File: config.mk
export PLATFORM = sky130hd
export DESIGN_NAME = wdt_timer_unit
export DESIGN_NICKNAME = d
export VERILOG_FILES = /design/src/wdt_pkg.sv /design/src/wdt_timer_unit.sv
export SDC_FILE = /design/constraint.sdc
export NUM_CORES = 1
export LEC_CHECK = 0
export ABC_CLOCK_PERIOD_IN_PS = 2050
export BUFFER_PORTS_ARGS = -buffer_cell sky130_fd_sc_hd__buf_2
export CORE_MARGIN = 2
export CORE_UTILIZATION = 40
export CTS_CLUSTER_SIZE = 10
export DETAILED_ROUTE_END_ITERATION = 12
export PLACE_DENSITY = 0.72
export RECOVER_POWER = 25
export SYNTH_ARGS = -nofsm -noshare
export SYNTH_HDL_FRONTEND = slang
export SYNTH_SLANG_ARGS = --single-unit
File: constraint.sdc
create_clock -name clk -period 2.05 [get_ports clk]
set_input_delay 0.1025 -clock clk [delete_from_list [all_inputs] [get_ports clk]]
set_output_delay 0.1025 -clock clk [all_outputs]
set_load 0.02 [all_outputs]
File: src/wdt_pkg.sv
package wdt_pkg;
    localparam int WDT_BUS_AW = 8;
    // byte address on the bus is the register index times four
    localparam logic [7:0] WDT_IDX_POWER_CONTROL = 8'h87;
    localparam logic [7:0] WDT_IDX_RELOAD_COUNT = 8'hFF;
    localparam logic [7:0] WDT_IDX_AUX_CONTROL = 8'h10;
    localparam logic [9:0] WDT_ADDR_POWER_CONTROL = {WDT_IDX_POWER_CONTROL, 2'b00};
    localparam logic [9:0] WDT_ADDR_RELOAD_COUNT = {WDT_IDX_RELOAD_COUNT, 2'b00};
    localparam logic [9:0] WDT_ADDR_AUX_CONTROL = {WDT_IDX_AUX_CONTROL, 2'b00};
    // field positions
    localparam int WDT_PC_IDLE_BIT = 0;
    localparam int WDT_PC_PDOWN_BIT = 1;
    localparam int WDT_PC_LOAD_EN_BIT = 4;
    localparam int WDT_AUX_ENABLE_BIT = 4;
    // reset values
    localparam logic [7:0] WDT_COUNT_RST = 8'h00;
    localparam logic [10:0] WDT_PRESC_RST = 11'h000;
    localparam logic [2:0] WDT_DIV6_RST = 3'h0;
    // timing
    localparam int WDT_CLK_MHZ = 100;
    localparam logic [2:0] WDT_DIV6_LAST = 3'h5;
    localparam logic [10:0] WDT_PRESC_LAST = 11'h7FF;
    localparam logic [13:0] WDT_STEP_LAST = 14'h2FFF;
    localparam int WDT_MACHINE_CYCLE_OSC = 12;
    localparam int WDT_PIN_PULSE_MC = 3;
    localparam logic [5:0] WDT_PIN_PULSE_CYC = 6'(WDT_PIN_PULSE_MC * WDT_MACHINE_CYCLE_OSC);
    localparam logic [31:0] WDT_UNMAPPED_DATA = 32'h0000_0000;
    typedef enum logic [1:0]
    {
        WDT_BUS_IDLE = 2'b00,
        WDT_BUS_ACK = 2'b01
    } wdt_bus_e;
endpackage

File: src/wdt_timer_unit.sv
`timescale 1ns/1ps
// Operation
// eight-bit counter driven by eleven-bit prescaler
// prescaler fed at oscillator divided by six
// overflow issues internal system reset pulse
// overflow drives three machine-cycle pin pulse
// enable bit sticky, cleared only by reset
// counter write ignored without load enable
// successful load clears load enable automatically
// counter counts up from loaded value
// watchdog keeps running in idle mode
// power-down blocked and reads zero while enabled
// software reloads before interval expires
// software sets load enable, then writes counter
// any reset clears enable, load, counters
module wdt_timer_unit
(
    input wire logic clk,
    input wire logic rst,
    input wire logic [9:0] avs_address,
    input wire logic avs_read,
    input wire logic avs_write,
    input wire logic [31:0] avs_writedata,
    input wire logic [3:0] avs_byteenable,
    output logic [31:0] avs_readdata,
    output logic avs_waitrequest,
    output logic sys_reset_r,
    output logic reset_pin_low_r,
    output logic idle_mode_r,
    output logic power_down_r
);
    import wdt_pkg::*;

    logic [2:0] div6_r;
    logic [10:0] presc_r;
    logic [7:0] count_r;
    logic enable_r;
    logic load_en_r;
    logic [5:0] pin_cnt_r;
    logic [31:0] rdata_nxt;
    wdt_bus_e bus_r;
    logic wr_go;
    logic rd_go;
    logic tick6;
    logic tick_count;
    logic overflow;
    logic any_rst;
    logic wr_pc;
    logic wr_rc;
    logic wr_aux;
    logic [13:0] step_cnt_r;

    function automatic logic lane0_ok(input logic [3:0] be);
        return be[0];
    endfunction

    // one wait cycle per access; request taken on the ack edge
    assign wr_go = avs_write && (bus_r == WDT_BUS_ACK);
    assign rd_go = avs_read && (bus_r == WDT_BUS_ACK);
    assign tick6 = (div6_r == WDT_DIV6_LAST);
    assign tick_count = tick6 && (presc_r == WDT_PRESC_LAST);
    assign overflow = enable_r && tick_count && (count_r == 8'hFF);
    // watchdog reset recurses into the block itself
    assign any_rst = rst || sys_reset_r;
    // byte lane 0 carries every 8-bit register
    assign wr_pc = wr_go && (avs_address == WDT_ADDR_POWER_CONTROL) && lane0_ok(avs_byteenable);
    assign wr_rc = wr_go && (avs_address == WDT_ADDR_RELOAD_COUNT) && lane0_ok(avs_byteenable);
    assign wr_aux = wr_go && (avs_address == WDT_ADDR_AUX_CONTROL) && lane0_ok(avs_byteenable);

    always_ff @(posedge clk)
    begin
        if (rst)
            bus_r <= WDT_BUS_IDLE;
        else if (bus_r == WDT_BUS_ACK)
            bus_r <= WDT_BUS_IDLE;
        else if (avs_read || avs_write)
            bus_r <= WDT_BUS_ACK;
    end

    // registered wait: high while idle, low only in the accepting cycle
    always_ff @(posedge clk)
    begin
        if (rst)
            avs_waitrequest <= 1'b1;
        else if (bus_r == WDT_BUS_ACK)
            avs_waitrequest <= 1'b1;
        else if (avs_read || avs_write)
            avs_waitrequest <= 1'b0;
        else
            avs_waitrequest <= 1'b1;
    end

    // reference count of clocks per counter step, used by the period checks
    always_ff @(posedge clk)
    begin
        if (any_rst || !enable_r || tick_count)
            step_cnt_r <= 14'h0000;
        else
            step_cnt_r <= step_cnt_r + 14'h0001;
    end

    always_ff @(posedge clk)
    begin
        if (any_rst)
            div6_r <= WDT_DIV6_RST;
        else if (!enable_r)
            div6_r <= WDT_DIV6_RST;
        else if (tick6)
            div6_r <= WDT_DIV6_RST;
        else
            div6_r <= div6_r + 3'h1;
    end

    // idle mode does not gate the prescaler
    always_ff @(posedge clk)
    begin
        if (any_rst)
            presc_r <= WDT_PRESC_RST;
        else if (enable_r && tick6)
            presc_r <= presc_r + 11'h001;
    end

    always_ff @(posedge clk)
    begin
        if (any_rst)
            count_r <= WDT_COUNT_RST;
        else if (wr_rc && load_en_r)
            count_r <= avs_writedata[7:0];
        else if (enable_r && tick_count)
            count_r <= count_r + 8'h01;
    end

    always_ff @(posedge clk)
    begin
        if (any_rst)
            enable_r <= 1'b0;
        else if (wr_aux && avs_writedata[WDT_AUX_ENABLE_BIT])
            enable_r <= 1'b1;
    end

    always_ff @(posedge clk)
    begin
        if (any_rst)
            load_en_r <= 1'b0;
        else if (wr_rc && load_en_r)
            load_en_r <= 1'b0;
        else if (wr_pc)
            load_en_r <= avs_writedata[WDT_PC_LOAD_EN_BIT];
    end

    always_ff @(posedge clk)
    begin
        if (any_rst)
        begin
            idle_mode_r <= 1'b0;
            power_down_r <= 1'b0;
        end
        else if (wr_pc)
        begin
            idle_mode_r <= avs_writedata[WDT_PC_IDLE_BIT];
            power_down_r <= avs_writedata[WDT_PC_PDOWN_BIT] && !enable_r;
        end
        else if (enable_r)
            power_down_r <= 1'b0;
    end

    // one-cycle internal reset pulse on overflow
    always_ff @(posedge clk)
    begin
        if (rst)
            sys_reset_r <= 1'b0;
        else
            sys_reset_r <= overflow;
    end

    // pin pulse survives the internal reset it accompanies
    always_ff @(posedge clk)
    begin
        if (rst)
            pin_cnt_r <= 6'h00;
        else if (overflow)
            pin_cnt_r <= WDT_PIN_PULSE_CYC;
        else if (pin_cnt_r != 6'h00)
            pin_cnt_r <= pin_cnt_r - 6'h01;
    end

    always_ff @(posedge clk)
    begin
        if (rst)
            reset_pin_low_r <= 1'b0;
        else
            reset_pin_low_r <= overflow || (pin_cnt_r > 6'h01);
    end

    always_comb
    begin
        rdata_nxt = WDT_UNMAPPED_DATA;
        if (avs_address == WDT_ADDR_POWER_CONTROL)
        begin
            rdata_nxt[WDT_PC_IDLE_BIT] = idle_mode_r;
            rdata_nxt[WDT_PC_PDOWN_BIT] = power_down_r && !enable_r;
            rdata_nxt[WDT_PC_LOAD_EN_BIT] = load_en_r;
        end
        else if (avs_address == WDT_ADDR_RELOAD_COUNT)
            rdata_nxt[7:0] = count_r;
        else if (avs_address == WDT_ADDR_AUX_CONTROL)
            rdata_nxt[WDT_AUX_ENABLE_BIT] = enable_r;
    end

    always_ff @(posedge clk)
    begin
        if (rst)
            avs_readdata <= WDT_UNMAPPED_DATA;
        else if (avs_read && bus_r == WDT_BUS_IDLE)
            avs_readdata <= rdata_nxt;
    end

    AST_ENABLE_STICKY: assert property (@(posedge clk) disable iff (any_rst)
        ($past(enable_r) && !$past(any_rst)) |-> enable_r)
        else $error("enable bit dropped without reset");
    AST_LOAD_IGNORED: assert property (@(posedge clk) disable iff (any_rst)
        (wr_go && avs_address == WDT_ADDR_RELOAD_COUNT && !load_en_r && !tick_count)
        |=> $stable(count_r))
        else $error("counter loaded without load enable");
    AST_LOAD_CLEARS: assert property (@(posedge clk) disable iff (any_rst)
        (wr_go && avs_address == WDT_ADDR_RELOAD_COUNT && avs_byteenable[0] && load_en_r)
        |=> !load_en_r && count_r == $past(avs_writedata[7:0]))
        else $error("load did not clear load enable");
    AST_COUNT_UP: assert property (@(posedge clk) disable iff (any_rst)
        (enable_r && tick_count && !wr_go && count_r != 8'hFF) |=> count_r == $past(count_r) + 8'h01)
        else $error("counter did not advance by one");
    AST_OVF_RESET: assert property (@(posedge clk) disable iff (rst)
        overflow |=> sys_reset_r ##1 (!enable_r && count_r == 8'h00))
        else $error("overflow did not reset the unit");
    AST_PIN_PULSE: assert property (@(posedge clk) disable iff (rst)
        overflow |=> reset_pin_low_r [*8])
        else $error("pin pulse too short");
    AST_PDOWN_BLOCK: assert property (@(posedge clk) disable iff (any_rst)
        enable_r |=> !power_down_r)
        else $error("power-down entered while enabled");
    AST_DIV6: assert property (@(posedge clk) disable iff (any_rst)
        (enable_r && tick6) |=> div6_r == 3'h0 ##5 tick6)
        else $error("divide by six broken");
    AST_IDLE_RUN: assert property (@(posedge clk) disable iff (any_rst)
        (enable_r && idle_mode_r && !tick6) |=> div6_r == $past(div6_r) + 3'h1)
        else $error("prescaler stopped in idle");

    // a counter step takes exactly six times the prescaler span
    AST_STEP_PERIOD: assert property (@(posedge clk) disable iff (any_rst)
        tick_count |-> step_cnt_r == WDT_STEP_LAST)
        else $error("counter step period wrong");
    AST_STEP_BOUND: assert property (@(posedge clk) disable iff (any_rst)
        enable_r |-> step_cnt_r <= WDT_STEP_LAST)
        else $error("counter step overdue");

    AST_PRESC_HOLD: assert property (@(posedge clk) disable iff (any_rst)
        !enable_r |-> (presc_r == WDT_PRESC_RST && div6_r == WDT_DIV6_RST))
        else $error("prescaler ran while disabled");

    AST_SYS_ONE: assert property (@(posedge clk) disable iff (rst)
        sys_reset_r |=> !sys_reset_r)
        else $error("internal reset longer than one cycle");
    AST_SYS_CLEARS: assert property (@(posedge clk) disable iff (rst)
        sys_reset_r |=> (!enable_r && !load_en_r && count_r == WDT_COUNT_RST
                         && presc_r == WDT_PRESC_RST && !idle_mode_r && !power_down_r))
        else $error("internal reset left state behind");

    // 36 clocks of pin pulse, then release
    AST_PIN_END: assert property (@(posedge clk) disable iff (rst)
        overflow |-> ##36 reset_pin_low_r ##1 !reset_pin_low_r)
        else $error("pin pulse length wrong");

    AST_WAIT_ONE: assert property (@(posedge clk) disable iff (rst)
        ((avs_read || avs_write) && avs_waitrequest) |=> !avs_waitrequest)
        else $error("waitrequest not released after one cycle");
    AST_WAIT_BACK: assert property (@(posedge clk) disable iff (rst)
        !avs_waitrequest |=> avs_waitrequest)
        else $error("waitrequest low for two cycles");

    AST_RDATA_PDOWN: assert property (@(posedge clk) disable iff (any_rst)
        (avs_read && !avs_waitrequest && avs_address == WDT_ADDR_POWER_CONTROL && enable_r)
        |-> !avs_readdata[WDT_PC_PDOWN_BIT])
        else $error("power-down bit read as one while enabled");
    AST_UNMAPPED: assert property (@(posedge clk) disable iff (any_rst)
        (avs_read && !avs_waitrequest && avs_address != WDT_ADDR_POWER_CONTROL
         && avs_address != WDT_ADDR_RELOAD_COUNT && avs_address != WDT_ADDR_AUX_CONTROL)
        |-> avs_readdata == WDT_UNMAPPED_DATA)
        else $error("unmapped read not zero");
    AST_IDLE_FOLLOWS: assert property (@(posedge clk) disable iff (any_rst)
        wr_pc |=> idle_mode_r == $past(avs_writedata[WDT_PC_IDLE_BIT]))
        else $error("idle bit not written");

    COV_RELOAD: cover property (@(posedge clk) disable iff (rst)
        wr_go && avs_address == WDT_ADDR_RELOAD_COUNT && load_en_r);
    COV_OVERFLOW: cover property (@(posedge clk) disable iff (rst) overflow);
    COV_PDOWN_TRY: cover property (@(posedge clk) disable iff (rst)
        wr_go && avs_address == WDT_ADDR_POWER_CONTROL && avs_writedata[1] && enable_r);
    COV_PIN_DONE: cover property (@(posedge clk) disable iff (rst)
        reset_pin_low_r ##1 !reset_pin_low_r);
    COV_IDLE_TICK: cover property (@(posedge clk) disable iff (rst) idle_mode_r && tick_count);
endmodule

==> results of run 1 <==
-- power breakdown --
group / internal [mW] / switching [mW] / total (mW)
clock: 0.232 / 0.267 / 0.498
combinational: 0.175 / 0.252 / 0.426
sequential: 0.914 / 0.0438 / 0.957
-- final cells by class --
class | count | area share
clock buffer | 6 | 0.0289
clock inverter | 1 | 0.00200
inverter | 8 | 0.0120
multi-input combinational | 203 | 0.503
sequential | 44 | 0.351
tap | 72 | 0.0359
timing repair buffer | 36 | 0.0668
-- worst register-to-register path, cell delays in order (launching register included) --
cell and delay [ps]:
dfxtp_1 360, ha_1 250, nand4_4 160, or2_1 380
nand4bb_1 270, nand2b_1 190, nor3_1 80
-- sequential cells by signal, indices dropped and copies added (netlist names) --
register / flops
presc_r: 11
pin_cnt_r: 6
bus_r: 1
avs_waitrequest: 1
reset_pin_low_r: 1
load_en_r: 1
div6_r: 3
power_down_r: 1
idle_mode_r: 1
sys_reset_r: 1
enable_r: 1
count_r: 8
avs_readdata: 8
-- worst paths after layout --
| kind | slack [ps] | startpoint | depth (start not counted) | endpoint |
|---|---|---|---|---|
| setup / recovery | 250 | div6_r[0] | 6 | pin_cnt_r[4] |
| hold / removal | 60 | avs_write | 2 | bus_r[0] |
| setup reg to reg | 250 | div6_r[0] | 6 | pin_cnt_r[4] |
| hold reg to reg | 460 | div6_r[0] | 1 | div6_r[0] |
-- logic make-up after synthesis --
logic type | Yosys count | synth area share
and+or+nand+nor | 110 | 0.272
DFF | 44 | 0.381
buffers and inverters | 40 | 0.110
AOI/OAI and AO/OA | 37 | 0.0985
xor gates and xnor gates | 19 | 0.0720
adders and majority gates | 7 | 0.0379
muxes | 6 | 0.0265
other | 1 | 0.00162
-- per-layer routing --
| metal | GRT usage | up-vias |
|---|---|---|
| li1 | - | 931 |
| met1 | 0.173 | 846 |
| met2 | 0.252 | 50 |
| met3 | 0.0317 | 6 |
| met4 | 0.0576 | 0 |
| met5 | 0 | - |
-- layout by cell type (no fill, tap or decap), types with 2 or more instances in the layout --
cell type,instances
dfxtp_1,44
nor2_1,33
conb_1,24
buf_2,23
nand2_1,20
a21oi_1,16
clkbuf_1,13
xor2_1,11
nor3_1,10
inv_1,8
nand3_1,8
xnor2_1,8
o21ai_0,8
nand4_1,7
ha_1,7
a22oi_1,5
mux2i_1,5
clkbuf_8,5
and3_1,4
nand2b_1,3
and2_1,3
nor4_1,2
nand4bb_1,2
nor4_4,2
nor4_2,2
or3_1,2
o21a_1,2
and4_1,2
a211oi_1,2
-- metrics by stage --
stage                     hold slack (ps)  power (mW)   util  setup WS, ps  cell area (sq um)
after floorplan                       234        1.35      -           425               2400
after global placement                353        1.39  0.442           255               2450
after detailed placement              358        1.41  0.442           234               2450
after CTS                            53.7        1.91  0.456           217               2520
after global routing                 57.0        2.00  0.453          89.0               2510
final                                59.7        1.88  0.453           246               2510
==> results by group, run 1 <==
Worst hold path
  – Hold Crit Class: primary input to flop

STA
  – Final Max Tran Viols: 0
  – Peak Freq: 554 MHz
  – Unrepaired setup endpoints after global routing: false
  – Slew Limit Headroom: 0.600
  – Final Hold Viols: 0
  – Post-layout min period: 1800 ps
  – Worst-Margin Slew: 595 ps
  – Setup-failing EPs final: 0
  – Setup TNS: 0 ps
  – Layout Skew: 7.53 ps
  – Final period util: 0.880

Die
  – Die Area: 6400 sq um
  – Rows: 27
  – Core area: approximately 5500 sq um
  – I/O Pins: just under 90
  – Starting density of the core: 0.417
  – Die W: ~80 um
  – Height of the chip: 80.0 um

Synth
  – Synth top area cells: dfxtp_1, buf_4, nor2_1, xor2_1, ha_1
  – Synthesized cell area: 2310 sq um
  – Most frequent cell after synthesis: dfxtp_1
  – Synthesis Warnings: 0
  – Seq/Total Area, Yosys: 0.381
  – EDFF count, synth: 0
  – Yosys cell types: 44
  – Mapped Cells: about 260
  – FF+latch count, synth: 44
  – Commonest cells post-synth: dfxtp_1, nor2_1, buf_4, nand2_1, a21oi_1
  – Dominant cell type by area after synthesis: dfxtp_1
  – Async S/R FF share, synth: 0
  – Top_reg_cell synth: dfxtp_1
  – Synth top area share: 0.381
  – Mean Syn Cell Area: between 8 and 9 sq um

Placement
  – GP Congestion: just over 0.8
  – DP HPWL: 3400 um
  – Placed Cells: between 300 and 400
  – Port Buffer Count: 35

GRT
  – Pin count of the biggest net entering global routing: 18
  – Initial antenna violation count: 0
  – Tot GR Track Use: 0.145
  – First-pass GRT wire length: 7360 um
  – Grt ovf: 0
  – Vias in the first global route: 1704

Power and ir drop
  – Lkg Pwr: 0.978 nW
  – Peak supply drop: roughly 0.34 mV
  – Pwr dens: around 750 nW/um^2

Layout
  – Layout Nets: between 300 and 400
  – Area of the multi-input gates: 1260 sq um
  – Antenna cell count: 0
  – Area growth from synthesis to final layout: 8.50%
  – Fillcell total: 586
  – Layout cell share with drive strength beyond 1: 0.138
  – Count of non-filler cells in the finished layout: 370
  – Seq. cell area: 881 sq um

Critical path
  – Required @ worst endpoint: 2230 ps
  – CP arrival: 1990 ps
  – Largest stage delay, worst path: 370 ps
  – Crit-path cells: ha_1 -> nand4_4 -> or2_1 -> nand4bb_1 -> nand2b_1 -> nor3_1
  – Worst setup SP type: flop
  – CP Class: flop to flop
  – Crit-path slowest cell: or2_1
  – WP buf/inv: 0
  – Critical path peak fanout: 6
  – CP Capture Type: flop
  – Crit path max-delay family: simple AND/OR/NAND/NOR gates

Clock tree
  – CTS Buffer Depth: 2
  – Gates resized, CTS repair: 0
  – Num CTS Buffers: 5
  – # H-tree levels: 2
  – Worst skew pair latency: 290 ps
  – Post-CTS Hold Buffers: 0
  – CTS tree: yes
  – Post-CTS Setup Inserts: 0
  – Clock slew at reported path FFs: 80 ps
  – CTS root buffer: clkbuf_8
  – Clk sinks: between 40 and 50

Drt
  – Vias/cell: 4.95
  – Avg WL per Cell: 11.8 um
  – Wire length on met2: 2100 um
  – Wl on met1: 1930 um
  – Wirelength, routed: 4370 um
  – Drt first pass iters: 4
  – Antenna Nets Post-Route: 0
  – DR vias: approximately 1800
  – Top layer in use: met4
  – Metal3 WL: about 260 um
  – 1st-iter DRT viols: 64
  – Post-route DRC: 0

Run
  – Number of max-cap violations: 0

Run status
  – Status: finished, final reports clean
No activity file was read; power rests on OpenSTA's default activity.
==> run 2: changes to the inputs <==
- ABC_CLOCK_PERIOD_IN_PS: 2050 -> 1600
- PLACE_DENSITY: 0.72 -> 0.75
- clock period: 2.05 -> 1.6 ns (I/O delays scaled with it)
==> results by group, run 2 (synthesized netlist as in run 1, its figures left out) <==
Layout
  – Count of non-filler cells in the finished layout: 389
  – Fillcell total: 544
  – Design area: about 2800 sq um
  – Reg with most FFs: presc_r
  – Biggest regs: presc_r (11), avs_readdata (8), count_r (8)
  – Antenna cell count: 0
  – Layout Nets: 373
  – Layout cell share with drive strength beyond 1: 0.259
  – Most frequent cells in the layout: dfxtp_1, nor2_1, buf_2, conb_1, nand2_1
  – Most common cell after layout, fill and taps aside: dfxtp_1
  – Area growth from synthesis to final layout: 20.6%
  – Largest register FFs: 11

Power and ir drop
  – Peak supply drop: roughly 0.59 mV
  – Pwr dens: ~950 nW/um^2
  – Total power: 2.65 mW
  – Lkg Pwr: 1.17 nW

Critical path
  – Required @ worst endpoint: 1820 ps
  – CP arrival: 1790 ps
  – CP Class: flop to flop
  – Critical path peak fanout: 6
  – Worst setup SP type: flop
  – CP Capture Type: flop

Die
  – Die W: 80.0 um
  – Starting density of the core: 0.417
  – Die Area: 6400 sq um
  – Core area: roughly 5500 sq um
  – Rows: 27
  – Height of the chip: 80.0 um
  – I/O Pins: between 80 and 90

GRT
  – Met3 Use GR: 0.0339
  – Global Route met2 Usage: 0.250
  – Grt peak-use layer: met2
  – Tot GR Track Use: 0.140
  – Initial antenna violation count: 0
  – First-pass GRT wire length: 7010 um
  – Grt ovf: 0
  – Met1 Use GR: 0.159
  – Pin count of the biggest net entering global routing: 18
  – Vias in the first global route: 1671

Drt
  – DR vias: 1909
  – Vias/cell: 4.91
  – Post-route DRC: 0
  – Wirelength, routed: approximately 4500 um
  – 1st-iter DRT viols: 96
  – Drt first pass iters: 4
  – Antenna Nets Post-Route: 0
  – Avg WL per Cell: ~12 um

Clock tree
  – Clock slew at reported path FFs: 80 ps
  – Clk sinks: 44
  – # H-tree levels: 2
  – Num CTS Buffers: 5
  – CTS root buffer: clkbuf_8
  – Worst skew pair latency: 300 ps
  – CTS Buffer Depth: 2
  – CTS tree: yes

STA
  – Final Hold Viols: 0
  – Post-layout min period: 1560 ps
  – Final period util: 0.978
  – Worst hold slack: 31.5 ps
  – Unrepaired setup endpoints after global routing: true
  – Layout Skew: 5.52 ps
  – Setup-failing EPs final: 0
  – Peak Freq: 639 MHz
  – Worst setup margin: 35.6 ps
  – Final Max Tran Viols: 0

Placement
  – DP HPWL: 3370 um
  – GP Congestion: 0.824
  – Placed Cells: 378
  – Port Buffer Count: 35
  – Instance area at placement: 2560 sq um
  – Placement Setup Slack: -44.6 ps

Worst hold path
  – Hold Crit Class: primary input to flop

Run
  – Number of max-cap violations: 0

Run status
  – Status: finished, final reports clean
run 2: changes by cell type in the layout (fill, tap and decap cells not counted), moves of 3 or more:
cell / change
dfxtp_2: +5
nor2_1: -3
dfxtp_1: -5
buf_4: +16
buf_2: +3
clkbuf_1: -3
run 2: power by group:
part	switching, mW	leakage [nW]	internal (mW)
Sequential	0.0604	0.359	1.17
Combinational	0.341	0.755	0.245
Clock	0.371	0.0552	0.463
run 2: worst max-delay path, cell delays in order (launching register included):
cell     delay [ps]
dfxtp_1         380
ha_4            170
nand4_4         140
nor4_4          340
nand4_1         150
xor2_1          170
a21oi_1         140
run 2: worst paths after layout:
kind	from	endpoint	slack, ps	depth (start not counted)
max	div6_r[0]	count_r[7]	40	6
min	avs_write	bus_r[0]	30	2
max reg2reg	div6_r[0]	count_r[7]	40	6
min reg2reg	avs_readdata[1]	avs_readdata[1]	470	2
run 2: layout make-up:
| class | count | area, sq um | area share |
|---|---|---|---|
| clock buffer | 6 | 72.6 | 0.0260 |
| clock inverter | 2 | 35.0 | 0.0126 |
| inverter | 8 | 30.0 | 0.0108 |
| multi-input combinational | 203 | 1360 | 0.488 |
| sequential | 44 | 887 | 0.318 |
| tap | 72 | 90.1 | 0.0323 |
| timing repair buffer | 54 | 314 | 0.113 |
run 2: timing repair:
| action | 4_1_cts | 5_1_grt |
|---|---|---|
| pin swaps | 5 | 5 |
| hold buffers | 0 | 0 |
| gates cloned | 0 | 0 |
| buffers inserted | 0 | 3 |
| setup endpoints to repair | 15 | 17 |
| resized for setup | 5 | 21 |
run 2: through the flow:
stage / utilization / TNS [ps]
finish: 0.503 / 0
global route: 0.503 / -220
CTS: 0.485 / 0
detailed placement: 0.462 / -287
global placement: 0.462 / -111
floorplan: - / 0
run 2: routing by layer:
metal / vias to the layer above / share of wire
met2: 45 / 0.49
met1: 886 / 0.45
li1: 972 / -
met5: - / 0
met3: 6 / 0.049
met4: 0 / 0.015
==> run 3: changes to the inputs <==
- SETUP_SLACK_MARGIN: unset -> 0.5
==> results by group, run 3 (synthesized netlist as in run 1, its figures left out) <==
Run status
  – Status: finished, final reports clean

Die
  – Starting density of the core: 0.417
  – I/O Pins: 87
  – Core area: between 5000 and 6000 sq um
  – Die W: 80.0 um
  – Die Area: 6400 sq um
  – Height of the chip: 80.0 um
  – Rows: 27

STA
  – Setup TNS: 0 ps
  – Final Hold Viols: 0
  – Post-layout min period: 1540 ps
  – Peak Freq: 649 MHz
  – Setup-failing EPs final: 0
  – Worst hold slack: around 19 ps
  – Final period util: 0.963
  – Final Max Tran Viols: 0
  – Unrepaired setup endpoints after global routing: true
  – Layout Skew: 12.4 ps

Drt
  – DR vias: 1927
  – 1st-iter DRT viols: 63
  – Wirelength, routed: 4820 um
  – Drt first pass iters: 4
  – Vias/cell: 4.95
  – Avg WL per Cell: 12.4 um
  – Antenna Nets Post-Route: 0
  – Post-route DRC: 0

Power and ir drop
  – Peak supply drop: around 0.61 mV
  – Lkg Pwr: around 1.2 nW
  – Pwr dens: 882 nW/um^2

Critical path
  – CP Class: flop to flop
  – R2r setup slk: approximately 59 ps
  – Worst setup SP type: flop
  – Required @ worst endpoint: 1830 ps
  – CP arrival: 1770 ps
  – R2R depth: 8
  – CP Capture Type: flop
  – Crit-path slowest cell: dfxtp_2
  – Crit-path cells: inv_2 -> ha_4 -> nand4_4 -> buf_6 -> nor4_4 -> nand2_1 -> xor2_1 -> a21oi_1
  – Largest stage delay, worst path: around 330 ps
  – Critical path peak fanout: 4

Placement
  – GP Congestion: 0.821
  – Port Buffer Count: 35
  – Placed Cells: 375
  – DP HPWL: 3550 um

Clock tree
  – Post-CTS Hold Buffers: 0
  – # H-tree levels: 2
  – Worst skew pair latency: 300 ps
  – CTS tree: yes
  – Clock slew at reported path FFs: 80 ps
  – CTS root buffer: clkbuf_8
  – Num CTS Buffers: 5
  – CTS Buffer Depth: 2
  – Clk sinks: between 40 and 50

GRT
  – Pin count of the biggest net entering global routing: 18
  – First-pass GRT wire length: 7940 um
  – Initial antenna violation count: 0
  – Vias in the first global route: 1785
  – Global Route met2 Usage: 0.276
  – Grt ovf: 0
  – Tot GR Track Use: 0.159
  – Met3 Use GR: 0.0486
  – Grt peak-use layer: met2
  – Met1 Use GR: 0.186

Layout
  – Count of non-filler cells in the finished layout: 389
  – Layout Nets: 373
  – Largest register FFs: 11
  – Most frequent cells in the layout: dfxtp_1, nor2_1, conb_1, buf_2, nand2_1
  – Biggest regs: presc_r (11), avs_readdata (8), count_r (8)
  – Antenna cell count: 0
  – Area of the multi-input gates: 1500 sq um
  – Seq. cell area: 895 sq um
  – Most common cell after layout, fill and taps aside: dfxtp_1
  – Area growth from synthesis to final layout: 27.8%
  – Layout cell share with drive strength beyond 1: 0.338
  – Fillcell total: 520
  – Reg with most FFs: presc_r

Run
  – Number of max-cap violations: 0

Worst hold path
  – Hold Path Stages: 2
  – Hold Crit Class: primary input to flop
-- run 3: final timing paths --
path | from | endpoint
setup / recovery | div6_r[1] | count_r[3]
hold / removal | avs_write | bus_r[0]
setup reg to reg | div6_r[1] | count_r[3]
hold reg to reg | div6_r[0] | div6_r[0]
-- run 3: cell type report --
| class | count | area share |
|---|---|---|
| inverters | 8 | 0.0110 |
| clock buffers | 7 | 0.0292 |
| repair buffers | 54 | 0.115 |
| clock inverters | 1 | 0.00254 |
| flip-flops and latches | 44 | 0.303 |
| well taps | 72 | 0.0305 |
| multi-input cells | 203 | 0.509 |
-- run 3: per-stage QoR --
stage / worst slack [ps] / power (mW) / area [sq um] / util
2_1_floorplan: 87.6 / 1.73 / 2470 / -
3_3_place_gp: 35.0 / 1.80 / 2600 / 0.470
3_5_place_dp: -25.8 / 1.81 / 2600 / 0.470
4_1_cts: 45.5 / 2.58 / 2850 / 0.515
5_1_grt: -35.0 / 2.78 / 2960 / 0.533
6_report: 59.1 / 2.61 / 2960 / 0.533
-- run 3: timing repair --
action                     in CTS  in global routing
pin swaps                      19                 15
buffers inserted                3                  3
setup endpoints to repair      38                 39
resized for setup              29                 18
-- run 3: layer usage --
metal / vias to the layer above / share of wire
met4: 0 / 0.015
li1: 969 / -
met2: 51 / 0.50
met5: - / 0
met3: 8 / 0.052
met1: 899 / 0.44
-- run 3: power by group --
group	internal (mW)	total, mW	switching, mW
clock network	0.351	0.728	0.377
logic	0.280	0.646	0.366
registers	1.17	1.23	0.0626
-- run 3: critical path, delay by kind of cell (launching register included) --
family,cells,cell delay (ps)
simple gates,3,510
buf+inv,2,210
compound gates,1,120
xor+xnor,1,150
flops,1,330
fa+ha+maj,1,150
